## src/hdl/uosp_cfg.svh

```systemverilog
// constants for the usb otg status and power control block
`ifndef UOSP_CFG_SVH
`define UOSP_CFG_SVH
`define UOSP_ADDR_W 8
`define UOSP_OFS_LINE_STATUS 8'h00
`define UOSP_OFS_PIN_CONTROL 8'h04
`define UOSP_OFS_POWER_CONTROL 8'h08
`define UOSP_OFS_IRQ_STATUS 8'h0c
`define UOSP_OFS_IRQ_MASK 8'h10
`define UOSP_LB_CABLE 7
`define UOSP_LB_STABLE 5
`define UOSP_LB_SESSV 3
`define UOSP_LB_SESSE 2
`define UOSP_LB_VBUSV 0
`define UOSP_PB_DPPU 7
`define UOSP_PB_DMPU 6
`define UOSP_PB_DPPD 5
`define UOSP_PB_DMPD 4
`define UOSP_PB_PWRON 3
`define UOSP_PB_SWCTL 2
`define UOSP_PB_CHG 1
`define UOSP_PB_DIS 0
`define UOSP_WB_PEND 7
`define UOSP_WB_GUARD 4
`define UOSP_WB_BUSY 3
`define UOSP_WB_SUSP 1
`define UOSP_WB_EN 0
`define UOSP_IB_ACT 4
`define UOSP_IRQ_IMPL 8'hbd
`define UOSP_S_CABLE 0
`define UOSP_S_SE0 1
`define UOSP_S_J 2
`define UOSP_S_SESSV 3
`define UOSP_S_VBUSV 4
`define UOSP_S_ACT 5
`define UOSP_S_W 6
`define UOSP_CLK_KHZ 20000
`define UOSP_STABLE_MS 1
`define UOSP_STABLE_CYCLES (`UOSP_STABLE_MS * `UOSP_CLK_KHZ)
`define UOSP_CNT_W 15
`define UOSP_SHUTDOWN_CYCLES 8'h10
`define UOSP_RESP_OKAY 2'h0
`define UOSP_RESP_SLVERR 2'h2
`endif

```

## src/hdl/uosp_pkg.sv

```systemverilog
// types shared by the usb otg status and power control block
`include "uosp_cfg.svh"
package uosp_pkg;
  typedef struct packed {
    logic en;
    logic [`UOSP_ADDR_W-1:0] addr;
    logic [31:0] data;
    logic [3:0] strb;
  } uosp_wreq_t;
  typedef enum logic [2:0] {
    UOSP_REG_NONE = 3'b000,
    UOSP_REG_LINE = 3'b001,
    UOSP_REG_PIN = 3'b010,
    UOSP_REG_PWR = 3'b011,
    UOSP_REG_ISTAT = 3'b100,
    UOSP_REG_IMASK = 3'b101
  } uosp_reg_e_t;
  typedef struct packed {
    logic [`UOSP_S_W-1:0] s1;
    logic [`UOSP_S_W-1:0] s2;
    logic [`UOSP_S_W-1:0] s3;
    logic [`UOSP_S_W-1:0] stable;
  } uosp_sync_st_t;
  typedef struct packed {
    logic aw_v;
    logic [`UOSP_ADDR_W-1:0] aw_addr;
    logic w_v;
    logic [31:0] wdata;
    logic [3:0] wstrb;
    logic bvalid;
    logic [1:0] bresp;
    logic rvalid;
    logic [31:0] rdata;
    logic [1:0] rresp;
  } uosp_axil_st_t;
  typedef struct packed {
    logic [7:0] pin_ctl;
    logic guard;
    logic suspend;
    logic enable;
    logic [7:0] irq_stat;
    logic [7:0] irq_mask;
    logic [`UOSP_S_W-1:0] prev;
    logic [`UOSP_CNT_W-1:0] stable_cnt;
    logic line_stable;
    logic act_pend;
    logic [7:0] busy_cnt;
  } uosp_top_st_t;
endpackage : uosp_pkg

```

## src/hdl/uosp_axil.sv

```systemverilog
// axi4-lite slave front end with one write and one read in flight
`timescale 1ns/1ps
`default_nettype none
`include "uosp_cfg.svh"
module uosp_axil (
  // clock and reset
  input wire logic sys_clk,
  input wire logic rst_n,
  // write channels
  input wire logic awvalid,
  output logic awready,
  input wire logic [`UOSP_ADDR_W-1:0] awaddr,
  input wire logic wvalid,
  output logic wready,
  input wire logic [31:0] wdata,
  input wire logic [3:0] wstrb,
  output logic bvalid,
  input wire logic bready,
  output logic [1:0] bresp,
  // read channels
  input wire logic arvalid,
  output logic arready,
  input wire logic [`UOSP_ADDR_W-1:0] araddr,
  output logic rvalid,
  input wire logic rready,
  output logic [31:0] rdata,
  output logic [1:0] rresp,
  // register file side
  output uosp_pkg::uosp_wreq_t wreq,
  input wire logic wr_hit,
  output logic [`UOSP_ADDR_W-1:0] rd_addr,
  input wire logic rd_hit,
  input wire logic [31:0] rd_word
);
  import uosp_pkg::*;
  uosp_axil_st_t st_q;
  uosp_axil_st_t st_d;
  logic do_wr;
  assign awready = !st_q.aw_v && !st_q.bvalid;
  assign wready = !st_q.w_v && !st_q.bvalid;
  assign arready = !st_q.rvalid;
  assign do_wr = st_q.aw_v && st_q.w_v && !st_q.bvalid;
  assign wreq = '{en: do_wr, addr: st_q.aw_addr, data: st_q.wdata,
                  strb: st_q.wstrb};
  assign rd_addr = araddr;
  always_comb begin
    st_d = st_q;
    if (awvalid && awready) begin
      st_d.aw_v = 1'b1;
      st_d.aw_addr = awaddr;
    end
    if (wvalid && wready) begin
      st_d.w_v = 1'b1;
      st_d.wdata = wdata;
      st_d.wstrb = wstrb;
    end
    if (st_q.bvalid && bready) begin
      st_d.bvalid = 1'b0;
    end
    if (do_wr) begin
      st_d.bvalid = 1'b1;
      st_d.bresp = wr_hit ? `UOSP_RESP_OKAY : `UOSP_RESP_SLVERR;
      st_d.aw_v = 1'b0;
      st_d.w_v = 1'b0;
    end
    if (st_q.rvalid && rready) begin
      st_d.rvalid = 1'b0;
    end
    // unmapped reads answer zero with an error response
    if (arvalid && arready) begin
      st_d.rvalid = 1'b1;
      st_d.rdata = rd_hit ? rd_word : 32'h0000_0000;
      st_d.rresp = rd_hit ? `UOSP_RESP_OKAY : `UOSP_RESP_SLVERR;
    end
  end
  always_ff @(posedge sys_clk or negedge rst_n) begin
    if (!rst_n) begin
      st_q <= '0;
    end else begin
      st_q <= st_d;
    end
  end
  assign bvalid = st_q.bvalid;
  assign bresp = st_q.bresp;
  assign rvalid = st_q.rvalid;
  assign rdata = st_q.rdata;
  assign rresp = st_q.rresp;
endmodule : uosp_axil
`default_nettype wire

```

## src/hdl/uosp_sync.sv

```systemverilog
// three-stage synchroniser with agreement filter for pin inputs
`timescale 1ns/1ps
`default_nettype none
`include "uosp_cfg.svh"
module uosp_sync (
  // clock and reset
  input wire logic sys_clk,
  input wire logic rst_n,
  // raw and filtered levels
  input wire logic [`UOSP_S_W-1:0] raw,
  output logic [`UOSP_S_W-1:0] level
);
  import uosp_pkg::*;
  uosp_sync_st_t st_q;
  uosp_sync_st_t st_d;
  logic [`UOSP_S_W-1:0] agree;
  // s1 is read by s2 only; a bit moves once s2 and s3 agree
  always_comb begin
    st_d = st_q;
    agree = ~(st_q.s2 ^ st_q.s3);
    st_d.s1 = raw;
    st_d.s2 = st_q.s1;
    st_d.s3 = st_q.s2;
    st_d.stable = (agree & st_q.s3) | (~agree & st_q.stable);
  end
  always_ff @(posedge sys_clk or negedge rst_n) begin
    if (!rst_n) begin
      st_q <= '0;
    end else begin
      st_q <= st_d;
    end
  end
  assign level = st_q.stable;
endmodule : uosp_sync
`default_nettype wire

```

## src/hdl/uosp_top.sv

```systemverilog
// usb otg status, resistor, bus power and module power control
`timescale 1ns/1ps
`default_nettype none
`include "uosp_cfg.svh"
module uosp_top #(
  parameter int unsigned LINE_STABLE_CYCLES = `UOSP_STABLE_CYCLES
) (
  // clock and reset
  input wire logic sys_clk,
  input wire logic rst_n,
  // axi4-lite write
  input wire logic awvalid,
  output logic awready,
  input wire logic [`UOSP_ADDR_W-1:0] awaddr,
  input wire logic [2:0] awprot,
  input wire logic wvalid,
  output logic wready,
  input wire logic [31:0] wdata,
  input wire logic [3:0] wstrb,
  output logic bvalid,
  input wire logic bready,
  output logic [1:0] bresp,
  // axi4-lite read
  input wire logic arvalid,
  output logic arready,
  input wire logic [`UOSP_ADDR_W-1:0] araddr,
  input wire logic [2:0] arprot,
  output logic rvalid,
  input wire logic rready,
  output logic [31:0] rdata,
  output logic [1:0] rresp,
  // asynchronous pins and comparators
  input wire logic cable_type_pin_state,
  input wire logic se0_line_state,
  input wire logic j_line_state,
  input wire logic session_valid_cmp,
  input wire logic a_bus_power_valid_cmp,
  input wire logic bus_activity,
  // resistor requests from usb hardware
  input wire logic hw_dplus_pullup,
  input wire logic hw_dminus_pullup,
  input wire logic hw_dplus_pulldown,
  input wire logic hw_dminus_pulldown,
  // line resistor and bus power controls
  output logic dplus_pullup_enable,
  output logic dminus_pullup_enable,
  output logic dplus_pulldown_enable,
  output logic dminus_pulldown_enable,
  output logic bus_power_on,
  output logic bus_power_charge_enable,
  output logic bus_power_discharge_enable,
  // clocking, power and sleep
  output logic usb_clk_enable,
  output logic xcvr_low_power,
  output logic pins_owned_by_usb,
  output logic module_busy,
  output logic sleep_block,
  // interrupt
  output logic irq
);
  import uosp_pkg::*;

  localparam logic [`UOSP_CNT_W-1:0] STABLE_LIM =
    `UOSP_CNT_W'(LINE_STABLE_CYCLES);

  uosp_top_st_t st_q;
  uosp_top_st_t st_d;
  uosp_wreq_t wreq;
  logic wr_hit;
  logic rd_hit;
  logic [`UOSP_ADDR_W-1:0] rd_addr;
  logic [31:0] rd_word;
  logic [`UOSP_S_W-1:0] sync;
  logic [7:0] line_word;
  logic [7:0] pwr_word;
  logic prot_unused;

  // protection bits carry no meaning for this block
  assign prot_unused = ^{awprot, arprot};

  function automatic uosp_reg_e_t reg_decode(
    input logic [`UOSP_ADDR_W-1:0] a
  );
    case (a)
      `UOSP_OFS_LINE_STATUS: reg_decode = UOSP_REG_LINE;
      `UOSP_OFS_PIN_CONTROL: reg_decode = UOSP_REG_PIN;
      `UOSP_OFS_POWER_CONTROL: reg_decode = UOSP_REG_PWR;
      `UOSP_OFS_IRQ_STATUS: reg_decode = UOSP_REG_ISTAT;
      `UOSP_OFS_IRQ_MASK: reg_decode = UOSP_REG_IMASK;
      default: reg_decode = UOSP_REG_NONE;
    endcase
  endfunction : reg_decode

  // cable level enters inverted so the synchroniser's reset value
  // matches an idle pin; no false cable change after reset
  uosp_sync u_sync (
    .sys_clk(sys_clk),
    .rst_n(rst_n),
    .raw({bus_activity, a_bus_power_valid_cmp, session_valid_cmp,
          j_line_state, se0_line_state, ~cable_type_pin_state}),
    .level(sync)
  );

  uosp_axil u_axil (
    .sys_clk(sys_clk),
    .rst_n(rst_n),
    .awvalid(awvalid),
    .awready(awready),
    .awaddr(awaddr),
    .wvalid(wvalid),
    .wready(wready),
    .wdata(wdata),
    .wstrb(wstrb),
    .bvalid(bvalid),
    .bready(bready),
    .bresp(bresp),
    .arvalid(arvalid),
    .arready(arready),
    .araddr(araddr),
    .rvalid(rvalid),
    .rready(rready),
    .rdata(rdata),
    .rresp(rresp),
    .wreq(wreq),
    .wr_hit(wr_hit),
    .rd_addr(rd_addr),
    .rd_hit(rd_hit),
    .rd_word(rd_word)
  );

  // status word; unused positions stay zero
  always_comb begin
    line_word = 8'h00;
    line_word[`UOSP_LB_CABLE] = ~sync[`UOSP_S_CABLE];
    line_word[`UOSP_LB_STABLE] = st_q.line_stable;
    line_word[`UOSP_LB_SESSV] = sync[`UOSP_S_SESSV];
    line_word[`UOSP_LB_SESSE] = ~sync[`UOSP_S_SESSV];
    line_word[`UOSP_LB_VBUSV] = sync[`UOSP_S_VBUSV];
    pwr_word = 8'h00;
    pwr_word[`UOSP_WB_PEND] = st_q.act_pend;
    pwr_word[`UOSP_WB_GUARD] = st_q.guard;
    pwr_word[`UOSP_WB_BUSY] = module_busy;
    pwr_word[`UOSP_WB_SUSP] = st_q.suspend;
    pwr_word[`UOSP_WB_EN] = st_q.enable;
  end

  assign wr_hit = reg_decode(wreq.addr) != UOSP_REG_NONE;
  assign rd_hit = reg_decode(rd_addr) != UOSP_REG_NONE;

  // upper 24 bits always read zero
  always_comb begin
    rd_word = 32'h0000_0000;
    case (reg_decode(rd_addr))
      UOSP_REG_LINE: rd_word[7:0] = line_word;
      UOSP_REG_PIN: rd_word[7:0] = st_q.pin_ctl;
      UOSP_REG_PWR: rd_word[7:0] = pwr_word;
      UOSP_REG_ISTAT: rd_word[7:0] = st_q.irq_stat;
      UOSP_REG_IMASK: rd_word[7:0] = st_q.irq_mask;
      default: rd_word = 32'h0000_0000;
    endcase
  end

  logic wr_en;
  uosp_reg_e_t wr_sel;
  logic [`UOSP_S_W-1:0] chg;
  logic [7:0] ev;
  logic line_chg;
  assign wr_en = wreq.en && wreq.strb[0];
  assign wr_sel = reg_decode(wreq.addr);
  assign chg = sync ^ st_q.prev;
  assign line_chg = chg[`UOSP_S_SE0] | chg[`UOSP_S_J];

  always_comb begin
    st_d = st_q;
    st_d.prev = sync;
    ev = 8'h00;
    // a line change restarts the stability window
    if (line_chg) begin
      st_d.stable_cnt = '0;
      st_d.line_stable = 1'b0;
    end else if (!st_q.line_stable) begin
      if (st_q.stable_cnt >= STABLE_LIM - `UOSP_CNT_W'(1)) begin
        st_d.line_stable = 1'b1;
        ev[`UOSP_LB_STABLE] = 1'b1;
      end else begin
        st_d.stable_cnt = st_q.stable_cnt + `UOSP_CNT_W'(1);
      end
    end
    ev[`UOSP_LB_CABLE] = chg[`UOSP_S_CABLE];
    ev[`UOSP_IB_ACT] = chg[`UOSP_S_ACT] & sync[`UOSP_S_ACT];
    ev[`UOSP_LB_SESSV] = chg[`UOSP_S_SESSV];
    ev[`UOSP_LB_SESSE] = chg[`UOSP_S_SESSV];
    ev[`UOSP_LB_VBUSV] = chg[`UOSP_S_VBUSV];
    if (wr_en) begin
      unique case (wr_sel)
        UOSP_REG_PIN: st_d.pin_ctl = wreq.data[7:0];
        UOSP_REG_PWR: begin
          st_d.guard = wreq.data[`UOSP_WB_GUARD];
          st_d.suspend = wreq.data[`UOSP_WB_SUSP];
          st_d.enable = wreq.data[`UOSP_WB_EN];
        end
        UOSP_REG_ISTAT: begin
          st_d.irq_stat = st_q.irq_stat & ~(wreq.data[7:0]);
        end
        UOSP_REG_IMASK: begin
          st_d.irq_mask = wreq.data[7:0] & `UOSP_IRQ_IMPL;
        end
        UOSP_REG_LINE: st_d.pin_ctl = st_q.pin_ctl;
        UOSP_REG_NONE: st_d.pin_ctl = st_q.pin_ctl;
      endcase
    end
    // a new event wins over a clear in the same cycle
    st_d.irq_stat = (st_d.irq_stat | ev) & `UOSP_IRQ_IMPL;
    // pending lasts until the unmasked activity interrupt fires
    if (st_q.irq_stat[`UOSP_IB_ACT] && st_q.irq_mask[`UOSP_IB_ACT]) begin
      st_d.act_pend = 1'b0;
    end
    if (ev[`UOSP_IB_ACT]) begin
      st_d.act_pend = 1'b1;
    end
    // shutdown keeps busy up for 16 cycles after disable; re-enable is not blocked
    if (st_q.enable) begin
      st_d.busy_cnt = `UOSP_SHUTDOWN_CYCLES;
    end else if (st_q.busy_cnt != 8'h00) begin
      st_d.busy_cnt = st_q.busy_cnt - 8'h01;
    end
  end

  always_ff @(posedge sys_clk or negedge rst_n) begin
    if (!rst_n) begin
      st_q <= '0;
    end else begin
      st_q <= st_d;
    end
  end

  logic en;
  logic sw;
  assign en = st_q.enable;
  assign sw = st_q.pin_ctl[`UOSP_PB_SWCTL];
  assign dplus_pullup_enable = en &
    (sw ? st_q.pin_ctl[`UOSP_PB_DPPU] : hw_dplus_pullup);
  assign dminus_pullup_enable = en &
    (sw ? st_q.pin_ctl[`UOSP_PB_DMPU] : hw_dminus_pullup);
  assign dplus_pulldown_enable = en &
    (sw ? st_q.pin_ctl[`UOSP_PB_DPPD] : hw_dplus_pulldown);
  assign dminus_pulldown_enable = en &
    (sw ? st_q.pin_ctl[`UOSP_PB_DMPD] : hw_dminus_pulldown);
  assign bus_power_on = en & st_q.pin_ctl[`UOSP_PB_PWRON];
  assign bus_power_charge_enable = en & st_q.pin_ctl[`UOSP_PB_CHG];
  assign bus_power_discharge_enable =
    en & st_q.pin_ctl[`UOSP_PB_DIS];
  assign usb_clk_enable = en & ~st_q.suspend;
  assign xcvr_low_power = ~en | st_q.suspend;
  assign pins_owned_by_usb = en;
  assign module_busy = en | (st_q.busy_cnt != 8'h00);
  assign sleep_block = st_q.guard &
    (sync[`UOSP_S_ACT] | st_q.act_pend);
  assign irq = |(st_q.irq_stat & st_q.irq_mask);
endmodule : uosp_top
`default_nettype wire

```

## config.mk

```make
export PLATFORM = sky130hd
export DESIGN_NAME = uosp_top
export DESIGN_NICKNAME = d
export VERILOG_FILES = /design/src/hdl/uosp_pkg.sv /design/src/hdl/uosp_axil.sv /design/src/hdl/uosp_sync.sv /design/src/hdl/uosp_top.sv
export VERILOG_INCLUDE_DIRS = /design/src /design/src/hdl
export SDC_FILE = /design/constraint.sdc
export NUM_CORES = 1
export LEC_CHECK = 0
export ABC_AREA = 1
export BUFFER_PORTS_ARGS = -buffer_cell sky130_fd_sc_hd__clkbuf_2
export CELL_PAD_IN_SITES_DETAIL_PLACEMENT = 1
export CELL_PAD_IN_SITES_GLOBAL_PLACEMENT = 1
export CORE_MARGIN = 1
export CORE_UTILIZATION = 40
export CTS_CLUSTER_SIZE = 24
export DETAILED_ROUTE_END_ITERATION = 10
export GPL_TIMING_DRIVEN = 0
export MAX_ROUTING_LAYER = met4
export PLACE_DENSITY = 0.9
export SETUP_SLACK_MARGIN = 0.4
export SYNTH_ARGS = -nofsm -noshare
export SYNTH_HDL_FRONTEND = slang
export SYNTH_SLANG_ARGS = --single-unit
```

## constraint.sdc

```tcl
create_clock -name sys_clk -period 1.82 [get_ports sys_clk]
set_input_delay 0.273 -clock sys_clk [delete_from_list [all_inputs] [get_ports sys_clk]]
set_output_delay 0.273 -clock sys_clk [all_outputs]
set_load 0.05 [all_outputs]
```

# After elaboration in Yosys (flattened, before gate mapping)
# Cells that the tools add are included.
# word_totals
wordCells	139
regBits	162
out_inout_bits	54
inputBits	75
# classes
muxes	31
reduce_logical	31
order_cmp	1
addsub	2
bitwise	30
n_eq_ne	19
# ops
op	count
two-way mux 16 bit	3
two-way mux 8 bit	5
case mux 8 bit (5 select lines)	1
two-way mux 37 bit	1
two-way mux 35 bit	1
== test 8 x 4 -> 1 bit, second input constant	4
case mux 3 bit (5 select lines)	2
AND 8 bit	2
== test 8 x 3 -> 1 bit, second input constant	2
== test 8 x 5 -> 1 bit, second input constant	2
zero test 8 bit	2
adder 15 x 1 -> 15 bit, second input constant	1
greater-or-equal comparator 15 bit, second input constant	1
two-way mux 15 bit	1
two-way mux 1 bit	13
AND 6 bit	2
== test 3 x 2 -> 1 bit, second input constant	4
== test 3 bit, second input constant	4
NOT 6 bit	2
nonzero test 2 bit	6
XOR 6 bit	2
logical AND 1 bit	11
AND 1 bit	10
two-way mux 9 bit	1
other kinds (16)	31

# Longest topological paths before layout
# Gate-level depths: netlist (run 1).
# logic_depth
depth_word	6
ltp_mapped	10
ltp_nobuf	10

# Hierarchy
# A second synthesis (run 1) with hierarchy kept.
# unflattened
hier_cells	978
hier_area_um2	7941.4
# modules_own_cells
mod	area_each_um2	seq_area_each_um2	cells_each	n_inst
uosp_axil	3918.8	2052.0	445	1
uosp_top	3279.4	1351.3	479	1
uosp_sync	743.2	600.6	54	1

# Least setup slack after synthesis (run 1)
# OpenSTA, ideal clock, no wires.
# synth_path
path_type	flip-flop to output port
startpoint	reg st_q (netlist bit pins_owned_by_usb)
endpoint	out xcvr_low_power
setup_slack_ps	-480
path_buffers	0
arrival_time_ps	2027
required_ps	1547
path_stages_with_launch	4
cell_sequence	dfrtp_1 inv_1 nor2_1 inv_1
# synth_via
elab_chain_cells	2
# synth_lines
item	line_no	source
start: declaration	uosp_top.sv:66	uosp_top_st_t st_q;
start signal: assignment	uosp_top.sv:233	st_q <= st_d;
NOT 1 bit	uosp_top.sv:254	assign xcvr_low_power = ~en | st_q.suspend;
OR 1 bit	uosp_top.sv:254	
end: declaration	uosp_top.sv:54	output logic xcvr_low_power,
# No other way between the ends.

# Final worst setup path (run 1)
# layout_path
startpoint	reg st_q[1] (netlist bit)
endpoint	out module_busy
# layout_via
elab_chain_cells	2
# layout_lines
item	line_no	source
nonzero test 8 bit	uosp_top.sv:256	assign module_busy = en | (st_q.busy_cnt != 8'h00);
OR 1 bit	uosp_top.sv:256	
end: declaration	uosp_top.sv:56	output logic module_busy,
# No other way between the ends.

==> flow_summary.ini, run 1 <==
[detailed_routing]
via_per_inst = 5.938
drt_drc_violations_left = 0
dr.pass1.iters = 5
drt-total-wl_um = 29530
drt_iter0_markers = 512
routedWlPerCell_um = 28.39
vias = 6175
ant_nets = 0

[synth]
syn_avg_cell_area_um2 = 8.347
synth_cell_types = 39
synth-edff-count = 0
yosysWarningCount = 0
synth_async_sr_flop_share_pct = 100.0
ys_seq_area_share_pct = 50.43
synth_cells = 648
synth-seq-cells = 109
synth_ff_type = dfrtp_1
syn_area_um2 = 5409

[sta]
relSlewSlack_pct = 40.98
fin_crit_sh_pct = 110.3
finalSetupViolCount = 8
rsz0062_at_grt = true
fin_crit_ns = 2.008
fin_ws_ns = -0.1882
fin_skew_ns = 0.02346
worst_slew_pin_slew_ns = 0.8853
holdWs_ns = -0.01819
finalHoldViolations = 7
fmax_mhz = 497.9
slew_violations = 0

[setup_path]
end_kind = primary output
crit_fanout = 2
reg2regPathDepth = 9
crit_arrival_ns = 1.74
r2r-start = st_q[1]
reg2reg_setup_slack_ns = -0.05
rr_endpoint = u_axil.rdata[3]
required_ns = 1.55
critPathLaunchType = register
cp-endpoint = module_busy
critPathLaunch = st_q[1]
crit_type = reg2out

[floorplanning]
die_w_um = 118.3
dieArea_um2 = 13990
pin_count = 129
start_util_pct = 41.01
core_um2 = 13190
die_h_um = 118.3
row_count = 42

[clock_network]
cts.clk_slew.worst_paths_ns = 0.10
root_buffer = clkbuf_16
cts_tree = yes
clockBufferDepth = 2
clk_latency_ns = 0.38
numCtsBuffers = 9
htreeDepth = 3
clock_sinks = 109
cts_hold_buf = 0

[status]
status = complete, but fails checks
violations = negative hold slack, negative setup slack

[placement]
hpwl_um = 10820
pre_cts_slack_ns = 0.03368
io_buffers = 69
place_area_um2 = 6257
place_congestion = 0.8796

[global_routing]
grt_pass1_vias = 6113
grt-ovfl-total = 0
track_usage_pct = 34.56
grt_max_degree = 110
antenna_found_initial = 1
grt_pass1_wl_um = 35280

[pwr]
pwr-share-comb_pct = 41.3
powerDensity_nw_per_um2 = 1042
p_total_uw = 9117
seqPwrFrac_pct = 36.5
cellLeakagePower_uw = 0.004235
ir_drop_v = 0.001099
p_switching_uw = 3885
clockPowerShare_pct = 22.2
swShare_pct = 42.61
intPower_uw = 5232

[cells_and_area]
fillers = 1452
drive_gt1_share_pct = 52.84
stdcell_area_um2 = 8747
area_growth_pct = 61.72
nets = 935

[hold_path]
hp-class = in2async

[job]
drv_cap = 0
## stage by stage
stage	TNS, ns	cells	utilization (%)
after floorplan	-0.1439	673	-
after global placement	-105.86	918	47.37
after detailed placement	0	918	47.44
after CTS	0	1004	58.50
after global routing	-0.5829	1040	66.32
final	-0.3932	1040	66.32
## cell families after synthesis
group	Yosys count	synth area share, %
other	1	0.06933
AOI/OAI and AO/OA	65	7.148
DFF	109	50.43
muxes	5	1.041
xor gates and xnor gates	7	1.133
and+or+nand+nor	335	27.41
buffers and inverters	118	11.20
adders and majority gates	8	1.573
## per-layer routing
metal  track usage (%)  share of wire [%]  vias to the layer above
li1                  -                  -                     2451
met1             36.60                 34                     3025
met2             58.64                 47                      467
met3             5.695                8.7                      232
met4             24.84                 10                        0
met5                 -                  0                        -
## cell usage after synthesis, drive strengths merged, types with 5 or more instances
master,instances,area (µm²)
nand4,10,92.59
clkbuf,5,18.77
nor2,83,326.6
o31ai,6,45.04
nand3,76,380.4
inv,69,259.0
a21oi,16,80.08
dfrtp,109,2728
o21ai,37,215.2
mux2,5,56.30
nand2,155,601.8
xnor2,6,52.55
nor3,5,41.29
buf,43,324.1
maj3,6,60.06
## critical path, cell delays in order, from the launching register on
cell and delay [ns]:
dfrtp_1 0.41, inv_2 0.12, ha_4 0.19, nor3b_4 0.20, nand4_1 0.20, buf_8 0.21
## worst min path at each step
| stage | to | from | cells past startpoint |
|---|---|---|---|
| detailed placement | u_sync.st_d[8] | u_sync.st_d[14] | 0 |
| global placement | u_sync.st_d[8] | u_sync.st_d[14] | 0 |
| global route | u_sync.st_d[13] | se0_line_state | 1 |
| CTS | u_sync.st_d[16] | a_bus_power_valid_cmp | 1 |
| floorplan | asynchronous set/reset pin | rst_n | 0 |
| finish | st_q[3] | rst_n | 1 |
## registers in the layout, summed over array words and instances (netlist names), named ones only
register / cells
line_word: 1
pins_owned_by_usb: 1
pwr_word: 3
st_q: 49
u_axil.bresp: 1
u_axil.bvalid: 1
u_axil.rdata: 8
u_axil.rresp: 1
u_axil.rvalid: 1
u_axil.st_q: 2
u_axil.wreq: 17
u_sync.st_d: 12
u_sync.st_q: 6
## power by group through the flow
stage                     logic [µW]  registers (µW)  clock network (µW)
after floorplan                 1410            3180                   0
after global placement          1810            3180                   0
after detailed placement        1930            3220                   0
after CTS                       2500            3190                1940
after global routing            3870            3330                2120
final                           3760            3320                2030
## repair_timing
action	in CTS	in global routing
setup buffers	65	33
setup endpoints to repair	63	85
pin swaps	38	39
gates resized for setup	158	212
gates cloned	5	2
## cell type report
class	instances	area [µm²]	share of cell area [%]
Antenna cell	1	2.502	0.02861
Buffer	48	417.9	4.778
Clock buffer	11	232.7	2.661
Clock inverter	5	45.04	0.5149
Inverter	70	301.5	3.447
Multi-Input combinational cell	446	3164	36.18
Sequential cell	109	2755	31.50
Tap cell	176	220.2	2.518
Timing Repair Buffer	174	1608	18.38
## cells in the final DEF (no fill, tap or decap), types with 5 or more instances in the layout
cell,instances
buf_8,24
o21ai_4,6
inv_2,19
conb_1,26
dfrtp_2,19
nand2_1,91
nand3_4,6
dfrtp_1,89
buf_12,5
clkbuf_2,49
o21ai_0,12
nand4_1,8
buf_4,99
clkbuf_16,14
o21ai_2,16
buf_6,30
a21oi_1,9
nor2_4,28
xnor2_1,5
nand3_1,61
o31ai_4,5
inv_1,44
nor2_1,43
maj3_1,6
nand2_4,23
nand2_8,5
a21oi_2,7
nand3_2,9
nor2_2,12
nand2_2,36
clkinv_4,5
No activity file was read; power rests on OpenSTA's default activity.
==> run 2, diff against run 1 <==
==> constraint.sdc (replaced) <==
create_clock -name sys_clk -period 1.82 [get_ports sys_clk]
set_input_delay 0.273 -clock sys_clk [delete_from_list [all_inputs] [get_ports sys_clk]]
set_output_delay 0.273 -clock sys_clk [all_outputs]
set_load 0.1 [all_outputs]
==> flow_summary.ini, run 2 (same netlist as run 1, synthesis figures left out) <==
[setup_path]
crit_chain = inv_2, nor2_1, nor2_4, clkbuf_16
cpMaxStageDelayCell = nor2_1
reg2regPathDepth = 8
r2r-start = u_axil.wreq[43]
rr_endpoint = st_q[41]
reg2reg_setup_slack_ns = -0.05
critPathLaunchType = register
cp-endpoint = dminus_pulldown_enable
critPathLaunch = st_q[52]
cp_slowest_stage_delay_ns = 0.56
crit_fanout = 4
required_ns = 1.55
path_delay_family = simple AND/OR/NAND/NOR gates
end_kind = primary output
crit_arrival_ns = 1.91
path_depth = 4
path_buf_inv = 2
crit_type = reg2out

[clock_network]
clockBufferDepth = 2
root_buffer = clkbuf_16
clk_latency_ns = 0.39
cts_hold_buf = 0
cts.clk_slew.worst_paths_ns = 0.10
clock_sinks = 109
cts_tree = yes
htreeDepth = 3
numCtsBuffers = 9

[global_routing]
grt_max_degree = 110
grt_pass1_wl_um = 35060
antenna_found_initial = 2
grt_pass1_vias = 6128
track_usage_pct = 34.05
grt-ovfl-total = 0

[cells_and_area]
nets = 907
stdcell_area_um2 = 8655
largest_register_ffs = 49
fillers = 1421
multi_input_area_um2 = 3164
largest_register = st_q
layout.cells.non_filler = 1013
area_growth_pct = 60.00
final_common_cell = nand2_1
drive_gt1_share_pct = 50.06
final_cell_mix = 94 x nand2_1, 92 x dfrtp_1, 90 x buf_4, 64 x nand3_1, 49 x inv_1
regArea_um2 = 2756

[floorplanning]
pin_count = 129
core_um2 = 13190
die_w_um = 118.3
die_h_um = 118.3
row_count = 42
start_util_pct = 41.01
dieArea_um2 = 13990

[sta]
holdWs_ns = -0.04867
fin_crit_sh_pct = 119.9
finalSetupViolCount = 6
fin_skew_ns = 0.02587
slew_violations = 0
worst_slew_pin_slew_ns = 0.9019
fmax_mhz = 458.2
fin_crit_ns = 2.183
rsz0062_at_grt = true
relSlewSlack_pct = 39.87
finalHoldViolations = 17
fin_ws_ns = -0.3625

[placement]
place_area_um2 = 6405
pre_cts_slack_ns = -0.1173
hpwl_um = 10590
dpl.cell_count = 918
place_congestion = 0.9255
io_buffers = 69

[detailed_routing]
drt_iter0_markers = 465
via_per_inst = 6.087
drt_drc_violations_left = 0
routedWlPerCell_um = 28.60
dr.pass1.iters = 6
vias = 6166
ant_nets = 0
drt-total-wl_um = 28970

[pwr]
pwr-share-comb_pct = 42.6
cellLeakagePower_uw = 0.004119
powerDensity_nw_per_um2 = 1098
intPower_uw = 5286
p_switching_uw = 4219
swShare_pct = 44.39
clockPowerShare_pct = 22.6
ir_drop_v = 0.0009572
seqPwrFrac_pct = 34.8

[job]
drv_cap = 0

[status]
status = complete, but fails checks
violations = negative hold slack, negative setup slack

[hold_path]
hp-class = in2async
-- run 2: cell count changes in the layout (fill, tap and decap cells not counted), moves of 5 or more --
| cell | before | now |
|---|---|---|
| buf_4 | 99 | 90 |
| clkbuf_16 | 14 | 27 |
| nand2_4 | 23 | 31 |
| dfrtp_2 | 19 | 14 |
| buf_8 | 24 | 7 |
| clkbuf_2 | 49 | 41 |
| inv_2 | 19 | 12 |
| inv_1 | 44 | 49 |
| nor2_4 | 28 | 21 |
| nand2_2 | 36 | 27 |
-- run 2: how the worst min path moves through the flow --
stage	slack [ns]	startpoint	cells past startpoint	end
floorplan	-0.02	rst_n	0	asynchronous set/reset pin
global placement	0.33	u_sync.st_d[14]	0	u_sync.st_d[8]
detailed placement	0.34	u_sync.st_d[14]	0	u_sync.st_d[8]
CTS	0.02	se0_line_state	1	u_sync.st_d[13]
global route	-0.01	j_line_state	1	u_sync.st_d[14]
finish	-0.05	rst_n	1	st_q[2]
-- run 2: layout make-up --
type                    instances  share of cell area, %
clock buffers                  10                  2.761
clock inverters                 6                 0.7518
diodes                          2                0.05783
flip-flops and latches        109                  31.85
repair buffers                145                  17.07
plain buffers                  48                  4.915
well taps                     176                  2.544
multi-input cells             447                  36.56
inverters                      70                  3.484
-- run 2: what timing repair did --
item | in CTS | in global routing
pin swaps | 44 | 37
setup endpoints to repair | 76 | 85
endpoints found under the hold margin | 0 | 0
buffers inserted | 53 | 18
cloned | 4 | 2
resized for setup | 180 | 147
-- run 2: power groups by stage --
stage	combinational [µW]	clock (µW)	sequential (µW)
floorplan	1850	0	3240
global placement	2300	0	3180
detailed placement	2410	0	3230
CTS	3100	2010	3190
global route	4180	2220	3320
finish	4050	2150	3310
-- run 2: per-layer routing --
metal	routed length [µm]	part of all wire [%]	vias up	global-route usage [%]
met4	2664	9.2	0	23.64
met1	9819	34	3061	35.88
li1	-	-	2391	-
met5	0	0	-	-
met2	13830	48	485	58.90
met3	2659	9.2	229	4.923
-- run 2: metrics by stage --
step | hold slack (ns) | utilization (%) | TNS [ns] | power, µW
5_1_grt | -0.01273 | 65.61 | -0.9363 | 9713
3_5_place_dp | 0.3363 | 48.56 | -0.1173 | 5638
2_1_floorplan | -0.02259 | - | -3.620 | 5088
4_1_cts | 0.01630 | 59.96 | -0.06563 | 8302
6_report | -0.04867 | 65.61 | -0.9007 | 9505
3_3_place_gp | 0.3328 | 48.49 | -105.08 | 5485
